**src/pwm_regs.svh**
```systemverilog
/*
  Register offsets, field positions, reset values and timing counts of the
  pulse-width modulator.
  Assumes a 32-bit AXI4-Lite slave with one register per aligned word.
*/
// Contract
// - Disabled: output flop held reset, pin equals polarity level.
// - Enabled: polarity zero gives high pulses; polarity one inverts edges.
// - Disabled: divide-by-256 prescaler held in reset, no counter clock.
// - Disabled: counter stopped at 0x0001, comparators inactive.
// - Disabled: write registers copied continuously into both buffers.
// - Enable rising edge sets output flop and releases prescaler.
// - Enable rising edge lets counter count up from 0x0001.
// - Enable rising edge sets status flag: new values may be written.
// - Enabled: output from buffers; buffers refreshed at each period end.
// - Three-bit rate field picks one of eight prescaler taps.
// - Rate field may change at any time during operation.
// - Divide-by-2 base: 2..128, 512; divide-by-3 base: 3..192, 768.
// - Enabled: new period loads at period end or on load bit write.
// - Disabled: new period reaches the buffer on the next clock.
// - Period write register never altered; period buffer not accessible.
`ifndef PWM_REGS_SVH
`define PWM_REGS_SVH

// ----------------------------------------------------------------------
// Register offsets
// ----------------------------------------------------------------------
`define PWM_OFS_CTRL   4'h0
`define PWM_OFS_PERIOD 4'h4
`define PWM_OFS_WIDTH  4'h8
`define PWM_OFS_COUNT  4'hC

// ----------------------------------------------------------------------
// Control and status field positions
// ----------------------------------------------------------------------
`define PWM_BIT_EN     0
`define PWM_BIT_POL    1
`define PWM_BIT_DIV3   2
`define PWM_BIT_LOAD   3
`define PWM_BIT_RATE   4
`define PWM_BIT_FLAG   8
`define PWM_BIT_PIN    9

// ----------------------------------------------------------------------
// Reset values and counts
// ----------------------------------------------------------------------
`define PWM_CNT_START  16'h0001
`define PWM_PRESC_LEN  8

`endif

```
**src/pwm_pkg.sv**
```systemverilog
/*
  Types of the pulse-width modulator.
  Assumes the constants header is included by the design file.
*/
package pwm_pkg;

  typedef struct packed {
    logic        en;
    logic        en_d;
    logic        output_polarity;
    logic        div3;
    logic [2:0]  rate;
    logic        flag;
    logic        out_ff;
    logic        pin;
    logic [15:0] period_w;
    logic [15:0] width_w;
    logic [15:0] period_buf;
    logic [15:0] width_buf;
    logic [15:0] count;
    logic [7:0]  presc;
    logic [1:0]  base_cnt;
    logic        base_tick_d;
    logic        tap_d;
    logic        awvalid_seen;
    logic        wvalid_seen;
    logic [3:0]  waddr;
    logic [31:0] wdata;
    logic [3:0]  wstrb;
    logic        awready;
    logic        wready;
    logic        bvalid;
    logic [1:0]  bresp;
    logic        arready;
    logic        rvalid;
    logic [31:0] rdata;
    logic [1:0]  rresp;
  } pwm_state_t;

endpackage : pwm_pkg

```
**src/pwm_top.sv**
```systemverilog
/*
  Pulse-width modulator with an AXI4-Lite register slave.
  Assumes one clock, an asynchronous active-low reset, and a master that
  keeps at most one write and one read outstanding.
*/
// The AXI4-Lite register port and the register offsets were decided locally.
`timescale 1ns/1ps
`include "pwm_regs.svh"

module pwm_top
(
  input  wire logic        clk,
  input  wire logic        rst_n,
  input  wire logic [3:0]  s_axi_awaddr,
  input  wire logic        s_axi_awvalid,
  output logic             s_axi_awready,
  input  wire logic [31:0] s_axi_wdata,
  input  wire logic [3:0]  s_axi_wstrb,
  input  wire logic        s_axi_wvalid,
  output logic             s_axi_wready,
  output logic [1:0]       s_axi_bresp,
  output logic             s_axi_bvalid,
  input  wire logic        s_axi_bready,
  input  wire logic [3:0]  s_axi_araddr,
  input  wire logic        s_axi_arvalid,
  output logic             s_axi_arready,
  output logic [31:0]      s_axi_rdata,
  output logic [1:0]       s_axi_rresp,
  output logic             s_axi_rvalid,
  input  wire logic        s_axi_rready,
  output logic             pwm_pin
);

  pwm_pkg::pwm_state_t st;
  pwm_pkg::pwm_state_t next_st;

  // ----------------------------------------------------------------------
  // Helpers
  // ----------------------------------------------------------------------
  function automatic logic [15:0] merge16(input logic [15:0] old,
                                          input logic [31:0] d,
                                          input logic [3:0]  be);
    logic [15:0] r;
    r = old;
    if (be[0])
    begin
      r[7:0] = d[7:0];
    end
    if (be[1])
    begin
      r[15:8] = d[15:8];
    end
    return r;
  endfunction : merge16

  // Tap of the prescaler chain that clocks the counter for a rate code.
  function automatic logic tap(input logic [7:0] p,
                               input logic [2:0] code);
    logic r;
    unique case (code)
      3'h0: r = 1'b1;
      3'h1: r = p[0];
      3'h2: r = p[1];
      3'h3: r = p[2];
      3'h4: r = p[3];
      3'h5: r = p[4];
      3'h6: r = p[5];
      3'h7: r = p[7];
    endcase
    return r;
  endfunction : tap

  logic        base_tick;
  logic        cnt_tick;
  logic        period_end;
  logic        en_rise;
  logic        wr_go;
  logic [31:0] status_word;

  always_comb
  begin
    // The base divider gives one tick every 2 or 3 system clocks.
    base_tick = st.en && (st.div3 ? (st.base_cnt == 2'h2)
                                  : (st.base_cnt == 2'h1));
    // A counter clock is one base tick at the selected tap's rising edge, or every base tick for rate code 0.
    // Taking the tap's edge rather than its level lets the rate change at
    // any moment without a runaway burst of counts.
    cnt_tick  = base_tick && ((st.rate == 3'h0) ||
                (tap(st.presc, st.rate) && !st.tap_d));
    period_end = st.en && cnt_tick && (st.count >= st.period_buf);
    en_rise    = st.en && !st.en_d;
    wr_go = (st.awvalid_seen || s_axi_awvalid) &&
            (st.wvalid_seen  || s_axi_wvalid) && !st.bvalid;
    status_word = 32'h0000_0000;
    status_word[`PWM_BIT_EN]          = st.en;
    status_word[`PWM_BIT_POL]         = st.output_polarity;
    status_word[`PWM_BIT_DIV3]        = st.div3;
    status_word[`PWM_BIT_RATE +: 3]   = st.rate;
    status_word[`PWM_BIT_FLAG]        = st.flag;
    status_word[`PWM_BIT_PIN]         = st.pin;
  end

  // ----------------------------------------------------------------------
  // Next state
  // ----------------------------------------------------------------------
  always_comb
  begin
    logic [3:0]  a;
    logic [31:0] d;
    logic [3:0]  be;
    logic        load_now;
    next_st  = st;
    a        = st.awvalid_seen ? st.waddr : s_axi_awaddr;
    d        = st.wvalid_seen ? st.wdata : s_axi_wdata;
    be       = st.wvalid_seen ? st.wstrb : s_axi_wstrb;
    load_now = 1'b0;
    next_st.en_d    = st.en;
    next_st.awready = 1'b0;
    next_st.wready  = 1'b0;
    next_st.arready = 1'b0;

    // Write channel: address and data are taken in either order.
    if (s_axi_awvalid && !st.awvalid_seen && !st.bvalid)
    begin
      next_st.awvalid_seen = 1'b1;
      next_st.waddr        = s_axi_awaddr;
    end
    if (s_axi_wvalid && !st.wvalid_seen && !st.bvalid)
    begin
      next_st.wvalid_seen = 1'b1;
      next_st.wdata       = s_axi_wdata;
      next_st.wstrb       = s_axi_wstrb;
    end
    next_st.awready = s_axi_awvalid && !st.awvalid_seen && !st.bvalid &&
                      !st.awready;
    next_st.wready  = s_axi_wvalid && !st.wvalid_seen && !st.bvalid &&
                      !st.wready;
    if (st.bvalid && s_axi_bready)
    begin
      next_st.bvalid = 1'b0;
    end

    // Prescaler and counter, held while disabled.
    if (!st.en)
    begin
      next_st.presc      = 8'h00;
      next_st.base_cnt   = 2'h0;
      next_st.tap_d      = 1'b0;
      next_st.count      = `PWM_CNT_START;
      next_st.out_ff     = 1'b0;
      next_st.period_buf = st.period_w;
      next_st.width_buf  = st.width_w;
    end
    else
    begin
      next_st.base_cnt = base_tick ? 2'h0 : st.base_cnt + 2'h1;
      if (base_tick)
      begin
        next_st.presc = st.presc + 8'h01;
        next_st.tap_d = tap(st.presc, st.rate);
      end
      if (en_rise)
      begin
        next_st.out_ff = 1'b1;
        next_st.flag   = 1'b1;
      end
      if (period_end)
      begin
        next_st.count      = `PWM_CNT_START;
        // A zero width keeps the pin idle for the whole next period, so
        // software can park the pin before it clears the enable bit.
        next_st.out_ff     = (st.width_w != 16'h0000);
        next_st.flag       = 1'b1;
        next_st.period_buf = st.period_w;
        next_st.width_buf  = st.width_w;
      end
      else if (cnt_tick)
      begin
        next_st.count = st.count + 16'h0001;
        if (st.count >= st.width_buf)
        begin
          next_st.out_ff = 1'b0;
        end
      end
    end

    // Register writes; the period write register is never touched by
    // the modulator itself, and the buffer has no address.
    if (wr_go)
    begin
      next_st.awvalid_seen = 1'b0;
      next_st.wvalid_seen  = 1'b0;
      next_st.bvalid       = 1'b1;
      next_st.bresp        = 2'b00;
      unique case (a)
        `PWM_OFS_CTRL:
        begin
          if (be[0])
          begin
            next_st.en   = d[`PWM_BIT_EN];
            next_st.output_polarity  = d[`PWM_BIT_POL];
            next_st.div3 = d[`PWM_BIT_DIV3];
            load_now     = d[`PWM_BIT_LOAD];
            next_st.rate[0] = d[`PWM_BIT_RATE];
            next_st.rate[1] = d[`PWM_BIT_RATE + 1];
            next_st.rate[2] = d[`PWM_BIT_RATE + 2];
          end
          // Writing zero clears the flag; a set in the same cycle wins.
          if (be[1] && !d[`PWM_BIT_FLAG] && !period_end && !en_rise)
          begin
            next_st.flag = 1'b0;
          end
        end
        `PWM_OFS_PERIOD:
          next_st.period_w = merge16(st.period_w, d, be);
        `PWM_OFS_WIDTH:
          next_st.width_w = merge16(st.width_w, d, be);
        `PWM_OFS_COUNT:
          next_st.bresp = 2'b00;
        default:
          next_st.bresp = 2'b10;
      endcase
      if (load_now && st.en)
      begin
        next_st.period_buf = st.period_w;
      end
    end

    // Read channel.
    if (s_axi_arvalid && !st.rvalid && !st.arready)
    begin
      next_st.arready = 1'b1;
      next_st.rvalid  = 1'b1;
      next_st.rresp   = 2'b00;
      unique case (s_axi_araddr)
        `PWM_OFS_CTRL:   next_st.rdata = status_word;
        `PWM_OFS_PERIOD: next_st.rdata = {16'h0000, st.period_w};
        `PWM_OFS_WIDTH:  next_st.rdata = {16'h0000, st.width_w};
        `PWM_OFS_COUNT:  next_st.rdata = {16'h0000, st.count};
        default:
        begin
          next_st.rdata = 32'h0000_0000;
          next_st.rresp = 2'b10;
        end
      endcase
    end
    else if (st.rvalid && s_axi_rready)
    begin
      next_st.rvalid = 1'b0;
    end

    // Pin level: polarity zero gives high pulses, one gives low pulses.
    next_st.pin = next_st.out_ff ^ next_st.output_polarity;
  end

  always_ff @(posedge clk or negedge rst_n)
  begin
    if (!rst_n)
    begin
      st <= '0;
    end
    else
    begin
      st <= next_st;
    end
  end

  assign s_axi_awready = st.awready;
  assign s_axi_wready  = st.wready;
  assign s_axi_bvalid  = st.bvalid;
  assign s_axi_bresp   = st.bresp;
  assign s_axi_arready = st.arready;
  assign s_axi_rvalid  = st.rvalid;
  assign s_axi_rdata   = st.rdata;
  assign s_axi_rresp   = st.rresp;
  assign pwm_pin       = st.pin;

endmodule : pwm_top

```
**config.mk**
```make
export PLATFORM = sky130hd
export DESIGN_NAME = pwm_top
export DESIGN_NICKNAME = d
export VERILOG_FILES = /design/src/pwm_pkg.sv /design/src/pwm_top.sv
export VERILOG_INCLUDE_DIRS = /design/src /design/src/src
export SDC_FILE = /design/constraint.sdc
export NUM_CORES = 1
export LEC_CHECK = 0
export BUFFER_PORTS_ARGS = -buffer_cell sky130_fd_sc_hd__buf_2
export CAP_MARGIN = 20
export CORE_MARGIN = 3
export CORE_UTILIZATION = 45
export DETAILED_ROUTE_END_ITERATION = 8
export GPL_ROUTABILITY_DRIVEN = 0
export SETUP_SLACK_MARGIN = 0.02
export SLEW_MARGIN = 25
export SYNTH_ARGS = -nofsm -noshare
export SYNTH_HDL_FRONTEND = slang
export SYNTH_SLANG_ARGS = --single-unit
```
**constraint.sdc**
```tcl
create_clock -name clk -period 3.3 [get_ports clk]
set_input_delay 0.33 -clock clk [delete_from_list [all_inputs] [get_ports clk]]
set_output_delay 0.33 -clock clk [all_outputs]
set_load 0.02 [all_outputs]
```
==> impl_metrics.toml, run 1 <==
[run_status]
status = "completed"

[critical_path]
cp-startpoint = "st[104]"
worstSetupStartpointType = "flop"
critPathArrivalTime_ps = 3130
slowest_delay_ps = 450
r2r_cells = 9
endpoint_kind = "flop"
critPathKind = "flop to flop"
path_cells = "ha_1 -> a211oi_1 -> o21ai_0 -> a221oi_1 -> o21ai_1 -> a21oi_4 -> o21a_1 -> buf_4 -> mux2_2"
critical-path-top-delay-family = "compound AO/OA/AOI/OAI gates"
cp_slowest_cell = "dfrtp_1"
reg2reg_to = "st[142]"
cp_max_fo = 16
reg2reg_slack_ps = 470
path_depth = 9
critPathBufInv = 1
r2r-start = "st[104]"
crit_required_ps = 3600
endpoint = "st[142]"

[yosys]
ys.flop_type = "dfrtp_1"
syn_inst = 670
synth_common_cells = "dfrtp_1, mux2_2, nand2_1, o21ai_0, inv_1"
synth_cell_types = 56
async_flop_share_pct = 100
synth_area_leaders = "dfrtp_1, mux2_2, ha_1, buf_4, o21ai_0"
ys_seq_area_share_pct = 49.5
synth-edff-count = 0
yosys.area.top_type = "dfrtp_1"
yosysTopAreaCellShare_pct = 49.5
ys_warn_count = 0
avgSynthCellArea_um2 = 11.2
syn-cell-area_um2 = 7490
yosys.cell_count.top_type = "dfrtp_1"
synth_seq_cells = 148

[route]
routedWlPerCell_um = 17.5
wirelength_um = 16600
first_pass_iters = 5
postRouteAntennaNets = 0
drc = 0
drt_iter0_markers = 310
dr_total_vias = 5133
vias_per_cell = 5.40

[layout]
fin_nets = 807
n_antenna_cell = 0
fillers = 1410
design_area_um2 = 8550
area_growth_pct = 14.2
utilization_pct = 53.2
drive_gt1_share_pct = 25.2

[sta]
slew_headroom_pct = 52.5
maxSlewViolCount = 0
setup_viol = 0
setup-tns-final_ps = 0
finalHoldViolCount = 0
worst_pin_slew_ps = 713
skew_ps = 8.48
finalCritPeriodShare_pct = 85.7
grt_setup_unrepaired = "false"
period_needed_ps = 2830
max_clock_freq_mhz = 354

[grt]
overflow = 0
grt_max_degree = 78
grt_pass1_vias = 5159
grt_pass1_wl_um = 27500
grt_antenna_before_repair = 0
track_usage_pct = 19.3

[placed_design]
place_area_um2 = 7850
hpwl_um = 12300
portBuffers = 56

[floorplan]
die-area_um2 = 18200
die_h_um = 135
start_util_pct = 46.6
rows = 46
die_w_um = 135
io_pins = 93
core_um2 = 16100

[clock_tree]
clock-sinks = 148
htree_levels = 4
clkTransAtPathRegs_ps = 60
cts_root_buf = "clkbuf_16"
cts_tree = "done"
clockBufferDepth = 2
cts_setup_buffers = 0
cts_buffers = 17
clock_latency_ps = 420

[power_and_ir_drop]
irDropWorstVdd_uv = 455
leakage_nw = 4.04
power.density_nw_per_um2 = 861

[worst_hold_path]
hold_start = "s_axi_rready"
hp-class = "input port to flop"

[job]
max-cap-violations = 0
==> cells by family (layout without fill, tap and decap cells) <==
family / count (synthesis) / after routing / share of synthesized area (%)
compound gates: 122 / 122 / 10.8
simple gates: 158 / 158 / 10.5
other cells: 1 / 18 / 0.0501
fa+ha+maj: 34 / 34 / 5.68
mux: 91 / 91 / 14.1
xor+xnor: 19 / 19 / 2.22
buf+inv: 97 / 145 / 7.10
flops: 148 / 148 / 49.5
==> area by class of cell <==
cell class / count / area [µm²] / share of cell area (%)
sequential: 148 / 3700 / 43.3
clock inverter: 13 / 254 / 2.97
inverter: 40 / 150 / 1.76
tap: 216 / 270 / 3.16
clock buffer: 19 / 433 / 5.06
multi-input combinational: 442 / 3320 / 38.9
timing repair buffer: 73 / 417 / 4.87
==> what timing repair did <==
action | in CTS | in global routing
hold endpoints to repair | 74 | 0
hold buffers | 1 | 0
gates resized for setup | 0 | 0
==> worst min-delay path by stage <==
stage,end,slack (ps),cells after the start
final,s_axi_rvalid,90,2
after global routing,s_axi_bvalid,110,2
after CTS,s_axi_rvalid,70,2
after detailed placement,s_axi_rvalid,410,1
after global placement,s_axi_rvalid,400,1
after floorplan,next_st[183],30,0
==> through the flow <==
stage          total power [mW]  hold slack [ps]  worst slack, ps  std cells
2_1_floorplan              4.52             34.4              697        687
3_3_place_gp               5.02              404              489        918
3_5_place_dp               5.14              413              456        918
4_1_cts                    7.41             73.6              447        951
5_1_grt                    7.83              107              308        951
6_report                   7.36             91.5              473        951
==> report_power, final <==
part	leakage (nW)	internal, mW	switching, mW
Sequential	1.92	2.40	0.543
Clock	0.320	1.49	0.751
Combinational	1.80	1.07	1.10
==> metal layers <==
layer,up-vias,share of wire (%),global-route usage (%)
met5,-,0,0
met4,0,1.6,5.49
met3,20,5.6,4.73
met2,154,47,29.9
met1,2522,46,27.2
li1,2437,-,-
==> sequential cells by signal, indices dropped and copies added (netlist names) <==
signal	flops
st	123
s_axi_rdata	16
next_st	1
pwm_pin	1
s_axi_arready	1
s_axi_awready	1
s_axi_bresp	1
s_axi_bvalid	1
s_axi_rresp	1
s_axi_rvalid	1
s_axi_wready	1
==> cell usage in the layout, fill, tap and decap left out, types with 16 or more instances in the layout <==
cell	Yosys	final
clkbuf_16	0	17
o21ai_0	53	53
buf_4	36	16
conb_1	1	18
mux2_2	67	67
ha_1	34	34
dfrtp_1	148	148
buf_2	1	55
xor2_1	17	17
inv_1	40	40
nor2_1	30	30
nand2_1	61	61
Note: power is estimated with default switching activity, not from simulation.
==> run 2: changes to the inputs <==
--- a/config.mk
+++ b/config.mk
@@ -9,9 +9,11 @@
 export BUFFER_PORTS_ARGS = -buffer_cell sky130_fd_sc_hd__buf_2
 export CAP_MARGIN = 20
 export CORE_MARGIN = 3
-export CORE_UTILIZATION = 45
+export CORE_UTILIZATION = 50
 export DETAILED_ROUTE_END_ITERATION = 8
 export GPL_ROUTABILITY_DRIVEN = 0
+export GPL_TIMING_DRIVEN = 0
+export PLACE_DENSITY = 0.7
 export SETUP_SLACK_MARGIN = 0.02
 export SLEW_MARGIN = 25
 export SYNTH_ARGS = -nofsm -noshare
==> run 2 against run 1 <==
  * Sequential cell count stayed put
  * Worst setup slack got worse by 160 ps
  * Hold slack worse by 13 ps
  * Final area increased by 2.6%
  * Register-to-register slack worse by 160 ps
  * Critical path depth increased by 1
  * Sequential share of layout area decreased by 1.1 points
  * Via count rose by 5.4%
  * Critical path type unchanged
==> impl_metrics.toml, run 2 (synthesized netlist as in run 1, its figures left out) <==
[floorplan]
start_util_pct = 51.3
rows = 44
die_h_um = 128
io_pins = 93
die_w_um = 128
core_um2 = 14600
die-area_um2 = 16500

[sta]
skew_ps = 6.78
setup_viol = 0
maxSlewViolCount = 0
grt_setup_unrepaired = "false"
finalHoldViolCount = 0
max_clock_freq_mhz = 334
slew_headroom_pct = 43.6
worst_pin_slew_ps = 839
period_needed_ps = 2990
finalCritPeriodShare_pct = 90.6
setup_slack_ps = 310
hold_ws_ps = 78.6

[critical_path]
critPathArrivalTime_ps = 3300
cp_max_fo = 10
slowest_delay_ps = 450
critPathKind = "flop to flop"
worstSetupStartpointType = "flop"
endpoint_kind = "flop"
crit_required_ps = 3610
cp_slowest_cell = "dfrtp_1"
path_cells = "ha_1 -> a211oi_1 -> o21ai_0 -> a221oi_1 -> o21ai_1 -> a21oi_4 -> o21a_1 -> buf_6 -> buf_12 -> mux2_4"

[power_and_ir_drop]
cellInternalPower_mw = 4.79
seqPwrFrac_pct = 40.5
leakage_nw = 4.21
switching_share_pct = 34.1
power.density_nw_per_um2 = 828
power_frac_comb_pct = 31.6
clkPwrFrac_pct = 27.9
irDropWorstVdd_uv = 549
p_sw_mw = 2.48

[clock_tree]
clockBufferDepth = 2
cts_root_buf = "clkbuf_16"
cts_tree = "done"
clock_latency_ps = 430
clock-sinks = 148
clkTransAtPathRegs_ps = 60
post_cts_resized = 0
htree_levels = 4
cts_buffers = 17

[placed_design]
hpwl_um = 12500
place_area_um2 = 8110
pre_cts_ws_ps = 236
portBuffers = 56

[route]
routedWlPerCell_um = 17.4
drc = 0
postRouteAntennaNets = 0
dr_total_vias = 5409
wirelength_um = 16800
vias_per_cell = 5.61
first_pass_iters = 6
drt_iter0_markers = 405

[layout]
largest_register_ffs = 123
n_antenna_cell = 0
drive_gt1_share_pct = 27.7
area_growth_pct = 17.1
fin_nets = 852
design_area_um2 = 8770
final_common_cell = "dfrtp_1"
regMostFlops = "st"
layout.cells.most_common_list = "dfrtp_1, mux2_2, nand2_1"

[worst_hold_path]
hp-class = "input port to flop"

[grt]
track_usage_pct = 21.5
grt_antenna_before_repair = 0
grt_max_degree = 77
overflow = 0
grt_pass1_wl_um = 27600
grt_pass1_vias = 5444

[job]
max-cap-violations = 0

[run_status]
status = "completed"
[run 2: cell count changes in the layout (fill, tap and decap cells not counted), sizes merged]
cell	change
buf	+30
bufinv	-4
clkbuf	+15
clkinv	+4
clkinvlp	-2
inv	+2
[run 2: layout make-up]
| type | instances | area, µm² |
|---|---|---|
| Clock inverter | 13 | 171 |
| Multi-Input combinational cell | 442 | 3330 |
| Tap cell | 184 | 230 |
| Buffer | 57 | 382 |
| Inverter | 40 | 150 |
| Clock buffer | 19 | 453 |
| Fill cell | 1183 | 5820 |
| Sequential cell | 148 | 3700 |
| Timing Repair Buffer | 61 | 350 |
[run 2: critical path, delay by kind of cell (launching register included)]
kind,cells,cell delay (ps)
muxes,1,310
DFF,1,450
adders and majority gates,1,340
buffers and inverters,2,310
AOI/OAI and AO/OA,6,1450
[run 2: path summary, 6_finish.rpt]
path / to / from / slack (ps) / depth (start not counted)
setup / recovery: st[141] / st[104] / 310 / 10
hold / removal: s_axi_bvalid / s_axi_bready / 80 / 2
setup reg to reg: st[141] / st[104] / 310 / 10
hold reg to reg: s_axi_wready / s_axi_wready / 420 / 1
max in group asynchronous: st[92] / rst_n / 2090 / 3
min in group asynchronous: st[110] / rst_n / 450 / 2
[run 2: power groups by stage]
stage	sequential (mW)	combinational, mW	clock (mW)
2_1_floorplan	2.76	1.75	0
3_3_place_gp	2.91	2.17	0
3_5_place_dp	2.96	2.26	0
4_1_cts	2.93	2.28	2.05
5_1_grt	3.01	2.56	2.14
6_report	2.94	2.30	2.03
[run 2: per-stage QoR]
step	setup TNS, ps	util [%]	power [mW]	instances
floorplan	0	-	4.52	687
global placement	-16270	55.3	5.08	927
detailed placement	0	55.6	5.22	928
CTS	0	59.9	7.26	961
global route	0	60.1	7.71	964
finish	0	60.1	7.26	964
[run 2: per-layer routing]
layer / global-route usage [%] / routed length [µm] / vias up
li1: - / - / 2540
met1: 28.1 / 7330 / 2678
met2: 34.9 / 8210 / 159
met3: 5.11 / 842 / 32
met4: 8.24 / 405 / 0
met5: 0 / 0 / -
[run 2: timing repair]
action                     in CTS  in global routing
setup endpoints to repair       0                 10
hold buffers                    1                  0
hold endpoints to repair       72                  0
buffers inserted                0                  3
==> run 3: changes to the inputs <==
--- a/config.mk
+++ b/config.mk
@@ -6,14 +6,13 @@
 export SDC_FILE = /design/constraint.sdc
 export NUM_CORES = 1
 export LEC_CHECK = 0
-export BUFFER_PORTS_ARGS = -buffer_cell sky130_fd_sc_hd__buf_2
 export CAP_MARGIN = 20
 export CORE_MARGIN = 3
 export CORE_UTILIZATION = 50
 export DETAILED_ROUTE_END_ITERATION = 8
+export DONT_BUFFER_PORTS = 1
 export GPL_ROUTABILITY_DRIVEN = 0
 export GPL_TIMING_DRIVEN = 0
-export PLACE_DENSITY = 0.7
 export SETUP_SLACK_MARGIN = 0.02
 export SLEW_MARGIN = 25
 export SYNTH_ARGS = -nofsm -noshare
==> run 3 against run 2 <==
  * Power shrank 3.2%
  * Combinational power shrank 5%
  * Clock-buffer cell count shrank 1
  * The run now ends with hold timing left
  * Sequential share of layout area grew 1.7 points
  * Critical path depth is the same
  * Fmax shrank 3.6%
  * Wire length shrank 1.7%
  * Cell count shrank 5.6%
  * Critical endpoint is now st[134]
  * Sequential cell count is the same
  * Final area shrank 3.9%
  * Hold slack lost 480 ps
==> impl_metrics.toml, run 3 (synthesized netlist as in run 1, its figures left out) <==
[critical_path]
cp_slowest_cell = "dfrtp_1"
critPathArrivalTime_ps = 3410
path_depth = 10
critPathBufInv = 2
critPathKind = "flop to flop"
endpoint_kind = "flop"
slowest_delay_ps = 490
crit_required_ps = 3610
r2r_cells = 10
cpMostUsedCell = "o21a_1"
critical-path-top-delay-family = "compound AO/OA/AOI/OAI gates"
path_cells = "ha_1 -> and3_1 -> a221oi_1 -> o21a_1 -> o21ai_1 -> a21oi_4 -> o21a_1 -> buf_6 -> buf_12 -> mux2_4"
cp_max_fo = 10
worstSetupStartpointType = "flop"

[floorplan]
die_w_um = 128
die_h_um = 128
io_pins = 93
rows = 44
die-area_um2 = 16500
core_um2 = 14600
start_util_pct = 51.3

[run_status]
status = "finished with violations"
violations = "hold timing"

[layout]
drive_gt1_share_pct = 22.2
utilization_pct = 57.8
multi_input_area_um2 = 3330
regMostFlops = "st"
largest_register_ffs = 123
area_growth_pct = 12.5
fin_nets = 798
n_antenna_cell = 0
fillers = 1255
final-seq-area_um2 = 3700
final_common_cell = "dfrtp_1"
layout.cells.most_common_list = "dfrtp_1, mux2_2, nand2_1"

[power_and_ir_drop]
power_mw = 7.03
irDropWorstVdd_uv = 477
leakage_nw = 3.94
power.density_nw_per_um2 = 835

[grt]
grt_max_degree = 149
track_usage_pct = 21.4
grt_pass1_wl_um = 27200
overflow = 0
grt_pass1_vias = 5182
grt_antenna_before_repair = 0

[clock_tree]
cts_root_buf = "clkbuf_16"
ctsHoldBuffers = 2
clock_latency_ps = 430
clkTransAtPathRegs_ps = 60
clockBufferDepth = 2
post_cts_resized = 0
cts_buffers = 17
clock-sinks = 148
htree_levels = 4
cts_tree = "done"

[sta]
setup-tns-final_ps = 0
maxSlewViolCount = 0
finalCritPeriodShare_pct = 94.0
finalHoldViolCount = 148
worst_pin_slew_ps = 803
grt_setup_unrepaired = "false"
setup_viol = 0
max_clock_freq_mhz = 323
hold_ws_ps = -400
slew_headroom_pct = 46.3
skew_ps = 9.29
setup_slack_ps = 199
period_needed_ps = 3100

[route]
wirelength_um = 16500
postRouteAntennaNets = 0
first_pass_iters = 5
vias_per_cell = 5.63
drt_iter0_markers = 315
drc = 0
routedWlPerCell_um = 18.1
dr_total_vias = 5120

[placed_design]
pre_cts_ws_ps = 145
portBuffers = 0
hpwl_um = 12100

[job]
max-cap-violations = 0

[worst_hold_path]
hp-class = "input port to asynchronous set/reset pin"
## run 3: worst paths after layout
| path | from | end | slack, ps |
|---|---|---|---|
| setup / recovery | st[102] | st[134] | 200 |
| hold / removal | rst_n | s_axi_rvalid | -400 |
| setup reg to reg | st[102] | st[134] | 200 |
| hold reg to reg | s_axi_rdata[15] | s_axi_rdata[15] | 480 |
| max in group asynchronous | rst_n | s_axi_rdata[2] | 3480 |
| min in group clk | s_axi_awaddr[2] | st[79] | 50 |
## run 3: repair_timing
action,CTS,global route
endpoints found under the hold margin,150,148
endpoints found under the setup margin,0,10
setup buffers,0,4
## run 3: area by class of cell
type | count | area share (%)
clock inverter | 14 | 1.63
clock buffer | 18 | 5.21
inverter | 40 | 1.78
tap | 184 | 2.73
sequential | 148 | 44.0
timing repair buffer | 7 | 0.653
multi-input combinational | 442 | 39.5
buffer | 57 | 4.53
## run 3: metal layers
| metal | global-route usage (%) | wire, µm |
|---|---|---|
| met1 | 28.4 | 7430 |
| met2 | 34.0 | 7820 |
| met3 | 7.14 | 1040 |
| met4 | 5.56 | 208 |
| met5 | 0 | 0 |
## run 3: metrics by stage
stage                     cells  cell area, µm²  hold WS [ps]
after floorplan             687            7550          34.4
after global placement      871            7780          40.2
after detailed placement    872            7800          42.8
after CTS                   906            8400          -417
after global routing        910            8430          -429
final                       910            8430          -400
## run 3: power by group
group / internal [mW] / total (mW) / leakage, nW / switching (mW)
Combinational: 1.11 / 2.18 / 1.73 / 1.06
Clock: 1.08 / 1.90 / 0.285 / 0.819
Sequential: 2.40 / 2.96 / 1.92 / 0.560
